===== src/rtl/srl_cfg.svh =====
`ifndef SRL_CFG_SVH
`define SRL_CFG_SVH
// Word format
`define SRL_WORD_BITS      24
`define SRL_SEL_MSB        3
`define SRL_SEL_LSB        0
`define SRL_PAY_MSB        23
`define SRL_PAY_LSB        4
`define SRL_MAIN_PAY_LSB   1
`define SRL_NUM_REGS       8
// Reset values of held registers
`define SRL_PAY_RESET      20'h0_0000
`define SRL_MAIN_RESET     23'h00_0000
`define SRL_WORD_RESET     24'h00_0000
`endif


===== src/rtl/srl_pkg.sv =====
`include "srl_cfg.svh"
`default_nettype none
package srl_pkg;
  // Payload of registers 1 to 7
  typedef logic [19:0] srl_pay_t;
  // Payload of the main divider register
  typedef logic [22:0] srl_main_t;
  // Serial link pins after synchronisation
  typedef struct packed {
    logic clk;
    logic data;
    logic latch;
  } srl_link_t;
endpackage : srl_pkg
`default_nettype wire


===== src/rtl/srl_loader.sv =====
`include "srl_cfg.svh"
`default_nettype none
module srl_loader (
  input  wire logic                  core_clk,          // 100 MHz clock
  input  wire logic                  reset_n,           // Sync reset, low
  input  wire logic                  link_clk,          // Serial clock pin
  input  wire logic                  link_data,         // Serial data pin
  input  wire logic                  latch_strobe,      // Latch strobe pin
  output logic [22:0]                main_divider_register, // Register 0
  output wire logic [7*20-1:0]       cfg_regs,          // Regs 1..7 packed
  output logic [`SRL_NUM_REGS-1:0]   load_pulse,        // Per-reg load
  output logic                       counter_reset      // Lock/fastlock rst
);
  // Two-stage synchronisers for the three pins
  srl_pkg::srl_link_t s1_q;
  srl_pkg::srl_link_t s2_q;
  srl_pkg::srl_link_t s3_q;
  always_ff @(posedge core_clk) begin
    if (!reset_n) begin
      s1_q <= '0;
      s2_q <= '0;
      s3_q <= '0;
    end else begin
      s1_q <= '{clk: link_clk, data: link_data, latch: latch_strobe};
      s2_q <= s1_q;
      s3_q <= s2_q;
    end
  end

  // Edge detection on synchronised copies only
  logic clk_rise;
  logic latch_rise;
  assign clk_rise   = s2_q.clk & ~s3_q.clk;
  assign latch_rise = s2_q.latch & ~s3_q.latch;

  // Shift register, MSB first
  logic [`SRL_WORD_BITS-1:0] shift_q;
  always_ff @(posedge core_clk) begin
    if (!reset_n) begin
      shift_q <= `SRL_WORD_RESET;
    end else if (clk_rise) begin
      shift_q <= {shift_q[`SRL_WORD_BITS-2:0], s2_q.data};
    end
  end

  // Destination decode from the select field
  logic [3:0] sel;
  logic [2:0] dest;
  assign sel  = shift_q[`SRL_SEL_MSB:`SRL_SEL_LSB];
  assign dest = sel[0] ? sel[3:1] : 3'h0;

  // Register 0 load, counter reset pulse
  always_ff @(posedge core_clk) begin
    if (!reset_n) begin
      main_divider_register <= `SRL_MAIN_RESET;
      counter_reset         <= 1'b0;
    end else begin
      counter_reset <= latch_rise && (dest == 3'h0);
      if (latch_rise && dest == 3'h0) begin
        main_divider_register <=
          shift_q[`SRL_PAY_MSB:`SRL_MAIN_PAY_LSB];
      end
    end
  end

  // Registers 1 to 7; select 0001 decodes to register 0, nothing is lost
  // Each slot owns its flops, so no variable has two writing processes
  genvar gi;
  generate
    for (gi = 1; gi < `SRL_NUM_REGS; gi++) begin : g_reg
      logic [19:0] pay_q;
      always_ff @(posedge core_clk) begin
        if (!reset_n) begin
          pay_q <= `SRL_PAY_RESET;
        end else if (latch_rise && dest == 3'(gi)) begin
          pay_q <= shift_q[`SRL_PAY_MSB:`SRL_PAY_LSB];
        end
      end
      // Slot joined onto the packed output net
      assign cfg_regs[(gi-1)*20 +: 20] = pay_q;

      // Slot takes the payload of a word that selects it
      a_slot_load: assert property (@(posedge core_clk)
        disable iff (!reset_n)
        latch_rise && dest == 3'(gi) |=>
        pay_q == $past(shift_q[23:4]))
        else $error("slot load wrong");
    end
  endgenerate

  // Load strobes, one per destination
  always_ff @(posedge core_clk) begin
    if (!reset_n) begin
      load_pulse <= '0;
    end else begin
      load_pulse <= latch_rise ? (8'h01 << dest) : 8'h00;
    end
  end

  // Checks
  a_main_load: assert property (@(posedge core_clk) disable iff (!reset_n)
    latch_rise && !shift_q[0] |=> counter_reset &&
    main_divider_register == $past(shift_q[23:1]))
    else $error("main register load wrong");
  a_no_shift_write: assert property (@(posedge core_clk)
    disable iff (!reset_n)
    !latch_rise |=> $stable(main_divider_register) && $stable(cfg_regs))
    else $error("register changed without strobe");
  a_reg7_load: assert property (@(posedge core_clk) disable iff (!reset_n)
    latch_rise && shift_q[3:0] == 4'hf |=>
    cfg_regs[139:120] == $past(shift_q[23:4]) && !counter_reset)
    else $error("register 7 load wrong");
  a_reg1_load: assert property (@(posedge core_clk) disable iff (!reset_n)
    latch_rise && shift_q[3:0] == 4'h3 |=>
    cfg_regs[19:0] == $past(shift_q[23:4]) && load_pulse == 8'h02)
    else $error("register 1 load wrong");
  a_shift_msb: assert property (@(posedge core_clk) disable iff (!reset_n)
    clk_rise |=> shift_q[0] == $past(s2_q.data) &&
    shift_q[23:1] == $past(shift_q[22:0]))
    else $error("shift order wrong");
  a_shift_hold: assert property (@(posedge core_clk) disable iff (!reset_n)
    !clk_rise |=> $stable(shift_q))
    else $error("shift without clock edge");
  a_sel_dest: assert property (@(posedge core_clk) disable iff (!reset_n)
    latch_rise && shift_q[0] |=> load_pulse == (8'h01 << $past(sel[3:1])))
    else $error("select decode wrong");
  a_strobe_cause: assert property (@(posedge core_clk)
    disable iff (!reset_n)
    counter_reset |-> $past(latch_rise))
    else $error("counter reset without strobe");

  // Further checks on the load path
  // The strobe edge is one cycle wide, so every output pulse is too
  // Register 0 and the other slots never disturb one another
  // A host that misses a serial edge leaves old bits in the word;
  // that is its fault and not flagged here, only the device side is
  // Reset clears every output within one edge
  // These hold on the synchronised view, two to three cycles behind
  // the pins, which is the price of safe pin sampling

  // Reset leaves every output cleared
  a_reset_clear: assert property (@(posedge core_clk)
    !reset_n |=> main_divider_register == '0 && cfg_regs == '0 &&
    load_pulse == '0 && !counter_reset)
    else $error("outputs not cleared by reset");

  // At most one destination per strobe
  a_pulse_onehot: assert property (@(posedge core_clk)
    disable iff (!reset_n)
    load_pulse != 8'h00 |-> $onehot(load_pulse))
    else $error("more than one load pulse");

  // Load strobe lasts a single cycle
  a_pulse_single: assert property (@(posedge core_clk)
    disable iff (!reset_n)
    load_pulse != 8'h00 |=> load_pulse == 8'h00)
    else $error("load pulse too long");

  // Counter reset goes with the register 0 strobe
  a_cr_with_main: assert property (@(posedge core_clk)
    disable iff (!reset_n)
    counter_reset == load_pulse[0])
    else $error("counter reset without register 0 load");

  // Counter reset is a single-cycle pulse
  a_cr_single: assert property (@(posedge core_clk)
    disable iff (!reset_n)
    counter_reset |=> !counter_reset)
    else $error("counter reset too long");

  // A register 0 load leaves the other slots alone
  a_main_isolated: assert property (@(posedge core_clk)
    disable iff (!reset_n)
    latch_rise && dest == 3'h0 |=> $stable(cfg_regs))
    else $error("register 0 load touched others");

  // A slot load leaves register 0 and the counters alone
  a_slot_isolated: assert property (@(posedge core_clk)
    disable iff (!reset_n)
    latch_rise && dest != 3'h0 |=>
    $stable(main_divider_register) && !counter_reset)
    else $error("slot load touched register 0");

  // Select 0001 is still a register 0 write
  a_sel_one_main: assert property (@(posedge core_clk)
    disable iff (!reset_n)
    latch_rise && shift_q[3:0] == 4'h1 |=> counter_reset)
    else $error("select 0001 not sent to register 0");

  // Upper select bits ignored while bit zero is low
  a_sel_even_main: assert property (@(posedge core_clk)
    disable iff (!reset_n)
    latch_rise && shift_q[3:0] == 4'h8 |=> load_pulse == 8'h01)
    else $error("select 1000 not sent to register 0");

  // Serial clock edge seen for one cycle only
  a_clk_edge_single: assert property (@(posedge core_clk)
    disable iff (!reset_n)
    clk_rise |=> !clk_rise)
    else $error("serial edge seen twice");

  // Strobe edge seen for one cycle only
  a_latch_single: assert property (@(posedge core_clk)
    disable iff (!reset_n)
    latch_rise |=> !latch_rise)
    else $error("strobe edge seen twice");

  // New bit enters at the bottom of the word
  a_data_taken: assert property (@(posedge core_clk)
    disable iff (!reset_n)
    clk_rise |=> shift_q[0] == $past(s2_q.data))
    else $error("serial bit not taken");

  // Register 0 holds between its own loads
  a_main_hold: assert property (@(posedge core_clk)
    disable iff (!reset_n)
    !(latch_rise && dest == 3'h0) |=> $stable(main_divider_register))
    else $error("register 0 changed without its strobe");

  // Decode never picks a slot when bit zero is low
  a_dest_zero: assert property (@(posedge core_clk)
    disable iff (!reset_n)
    !sel[0] |-> dest == 3'h0)
    else $error("decode ignored select bit zero");
endmodule : srl_loader
`default_nettype wire


===== config.mk =====
export PLATFORM = sky130hd
export DESIGN_NAME = srl_loader
export DESIGN_NICKNAME = d
export VERILOG_FILES = /design/src/rtl/srl_pkg.sv /design/src/rtl/srl_loader.sv
export VERILOG_INCLUDE_DIRS = /design/src /design/src/rtl
export SDC_FILE = /design/constraint.sdc
export NUM_CORES = 1
export LEC_CHECK = 0
export ABC_AREA = 1
export BUFFER_PORTS_ARGS = -buffer_cell sky130_fd_sc_hd__buf_2
export CORE_MARGIN = 5
export CORE_UTILIZATION = 45
export CTS_CLUSTER_DIAMETER = 60
export DETAILED_ROUTE_END_ITERATION = 7
export GPL_ROUTABILITY_DRIVEN = 0
export PLACE_DENSITY_LB_ADDON = 0.3
export SETUP_SLACK_MARGIN = 0.3
export SLEW_MARGIN = 30
export SYNTH_ARGS = -nofsm -noshare
export SYNTH_HDL_FRONTEND = slang
export SYNTH_SLANG_ARGS = --single-unit

===== constraint.sdc =====
create_clock -name core_clk -period 1.2 [get_ports core_clk]
set_input_delay 0.24 -clock core_clk [delete_from_list [all_inputs] [get_ports core_clk]]
set_output_delay 0.24 -clock core_clk [all_outputs]
set_load 0.02 [all_outputs]

==> run summary <==
The total cell area at the placement stage came out at 0.00942 sq mm. Ranked by total cell area, the synthesized netlist is headed by sky130_fd_sc_hd__dfxtp_1, sky130_fd_sc_hd__nor2_1, sky130_fd_sc_hd__nand3_1. The horizontal die dimension is 140 microns. Traced cell by cell, the critical path runs through nand2_4 -> inv_4 -> nor2_4 -> buf_6 -> buf_12 -> clkbuf_16 -> nand3_2 -> nand2_1 -> nor2_1. After synthesis the cells add up to 0.00763 sq mm. The top cell type's share of synthesized area came out at 0.536. The maximum operating frequency is 710 MHz.

The first-pass detailed-route iteration total is 6. The count of warnings emitted by yosys is 0. The tree is rooted in a sky130_fd_sc_hd__clkbuf_16. The library cells used most frequently in the layout, excluding fill and tap cells, are sky130_fd_sc_hd__nor2_1, sky130_fd_sc_hd__buf_6, sky130_fd_sc_hd__dfxtp_2, sky130_fd_sc_hd__nand2_1, sky130_fd_sc_hd__nand3_1. The share of layout cells above drive strength 1 is 0.454. The worst register-to-register path has a depth of 9.

The total clock sinks is 204. The largest net degree at the start of global routing came out at 42. Setup repair after global routing could not meet its margin everywhere. The global-route usage over all layers is 0.242. The layout has 1025 filler cells. The number of antenna violations at the first check in global routing came to 0.

The number of hold-slack violations in the final timing report was 0. The final worst slack came out at -209 ps. The ratio of total power to cell area came out at 1200 mW/mm^2. The run finished, with violations left. The transition time at the pin with the least slew margin came out at 522 ps. The via total after detailed routing came out at 8459. The data required time at the worst endpoint is 1590 ps. The final design utilization is 0.764. The number of placed instances, taps included, is 1460. The number of nets in the finished design is 1316. On the final layout, the worst hold slack is 72.8 ps. Excluding fillers, the count of instances in the completed layout stands at 1547. The total negative slack for setup checks came out at -19140 ps. The portion of the post-synthesis area used by sequential elements came out at 0.536.

The total number of placement rows came out at 47. The DRC violations left is 0. The remaining global-route overflow is 0.

Dividing the final minimum period by the clock period gives 1.17. The worst pin sits at a relative slew slack of 0.651. The number of nets with antenna violations after routing is 0. The first-pass GRT wire length is 38700 microns.

Broken down by cell family, the worst path's largest delay share belongs to buffers and inverters. The post-synthesis instance total is 1061. The CTS tree is built. The core area came out at 0.0166 sq mm. The clock latency on the worst-skew pair came out at 500 ps. The maximum cell stage delay along the critical path came out at 380 ps. In this run the deepest clock path goes through 3 buffers. The clock buffer count from CTS is 22.

The CTS H-tree depth is 1. The number of global-route vias before repair is 6979. The startpoint type of the worst setup path is a register. For this design, the slowest cell found on the critical path is sky130_fd_sc_hd__dfxtp_4. The checks that failed: setup timing.

The max-slew violation count was 0. The number of cells on the critical path came out at 9. The max-cap violation count is 0. The starting DRC count in detailed routing is 945. The worst min-delay path class is input pin to register. The average via count per standard cell came out at 5.47.

The floorplan step set the die height to 140 microns. A synthesized cell averages 7.19 sq um. The synthesized netlist contains 15 unique library cells. The reg2reg setup slack is -210 ps. The synthesis-stage register bit count is 204. The setup-violating endpoint count in the final report came out at 213. The largest fanout of any net on the critical path came out at 6. The finished cells cover 0.0127 sq mm. The final layout contains routed wiring with a total length of 30500 microns.

The worst hold path was traced through 3 stages. The critical path is of the register to register type. Timing analysis after detailed placement gives a worst setup slack of -142 ps. Clock-pin slew was measured on the worst setup and hold paths at 60 ps. The synthesis-to-layout area growth is 66.1%. The detailed placer's ending HPWL is 16000 microns. The arrival time at the worst endpoint is 1800 ps. The biggest area contributor in the post-synthesis netlist is sky130_fd_sc_hd__dfxtp_1. STA classifies the critical path endpoint as a register. The count of buffers from port buffering came out at 176. The starting density of the core is 0.460. The count of pins on the block boundary came out at 177. The area enclosed by the die boundary is 0.0197 sq mm. The average wire length per cell after detail routing came out at 19.7 microns. VDD sags by at most 1.12 mV. The leakage power of the design is 5.39 nW.

For the finished layout, the period the worst path requires is 1410 ps. The antenna diode count came out at 0. Together, buffers and inverters on the worst path number 4. Summing internal, switching and leakage power gives 15.1 mW.

The number of nets handed over by synthesis was 1066. The library cell used most frequently in the layout, excluding fill and tap cells, is sky130_fd_sc_hd__nor2_1. The clock tree skew after final layout is 11.7 ps.
[cell usage after synthesis (all sizes together)]
cell type / number
dfxtp: 204
nand3: 164
nand2: 180
nor2: 343
inv: 18
clkinv: 20
nor3: 9
buf: 42
clkbuf: 33
a21oi: 23
o21ai: 25
[worst paths after layout]
kind                                 from                         endpoint
hold / removal                    reset_n  g_reg[1].pay_q[19]$_SDFFE_PN0P_
setup reg to reg  shift_q[0]$_SDFFE_PN0P_  g_reg[3].pay_q[13]$_SDFFE_PN0P_
setup / recovery  shift_q[0]$_SDFFE_PN0P_  g_reg[3].pay_q[13]$_SDFFE_PN0P_
hold reg to reg        s1_q[2]$_SDFF_PN0_               s2_q[2]$_SDFF_PN0_
[layout make-up]
class,instances,area [sq um],share of cell area
Tap cell,220,275,0.0217
Clock inverter,7,65.1,0.00514
Multi-Input combinational cell,744,3530,0.279
Clock buffer,33,683,0.0539
Inverter,38,153,0.0121
Timing Repair Buffer,301,3650,0.288
Sequential cell,204,4310,0.340
[sequential cells by signal, summed over array words and instances (netlist names)]
register               count
g.pay_q                  140
shift_q                   24
main_divider_register     23
load_pulse                 8
s1_q                       3
s2_q                       3
s3_q                       2
counter_reset              1
[metal layers]
| layer | GRT usage | part of all wire | vias up |
|---|---|---|---|
| met3 | 0.0528 | 0.10 | 109 |
| met5 | 0 | 0 | - |
| met1 | 0.341 | 0.38 | 3990 |
| met2 | 0.373 | 0.47 | 500 |
| met4 | 0.0734 | 0.045 | 0 |
| li1 | - | - | 3860 |
[tightest hold or removal path, stage by stage]
cell	delay, ps
sky130_fd_sc_hd__buf_6	170
sky130_fd_sc_hd__nand2_1	90
sky130_fd_sc_hd__nor2_1	30
[cells by family (layout without fill, tap and decap cells)]
family	after synthesis	after routing	synth area share
simple gates	696	696	0.372
flops	204	204	0.536
buf+inv	113	379	0.0614
compound gates	48	48	0.0315
[power breakdown]
part           leakage (nW)  internal, mW  total, mW  switching, mW
combinational          3.28         0.522       1.27          0.752
clock                 0.367          4.15       6.92           2.77
sequential             1.74          6.87       6.95         0.0788
total                  5.39          11.5       15.1           3.60
[timing repair]
item,CTS,global route
pin swaps,4,23
endpoints found under the hold margin,3,0
setup buffers,11,10
hold buffers,3,0
resized for setup,62,595
cloned,6,17
endpoints found under the setup margin,368,368
Note: power is estimated with default switching activity, not from simulation.
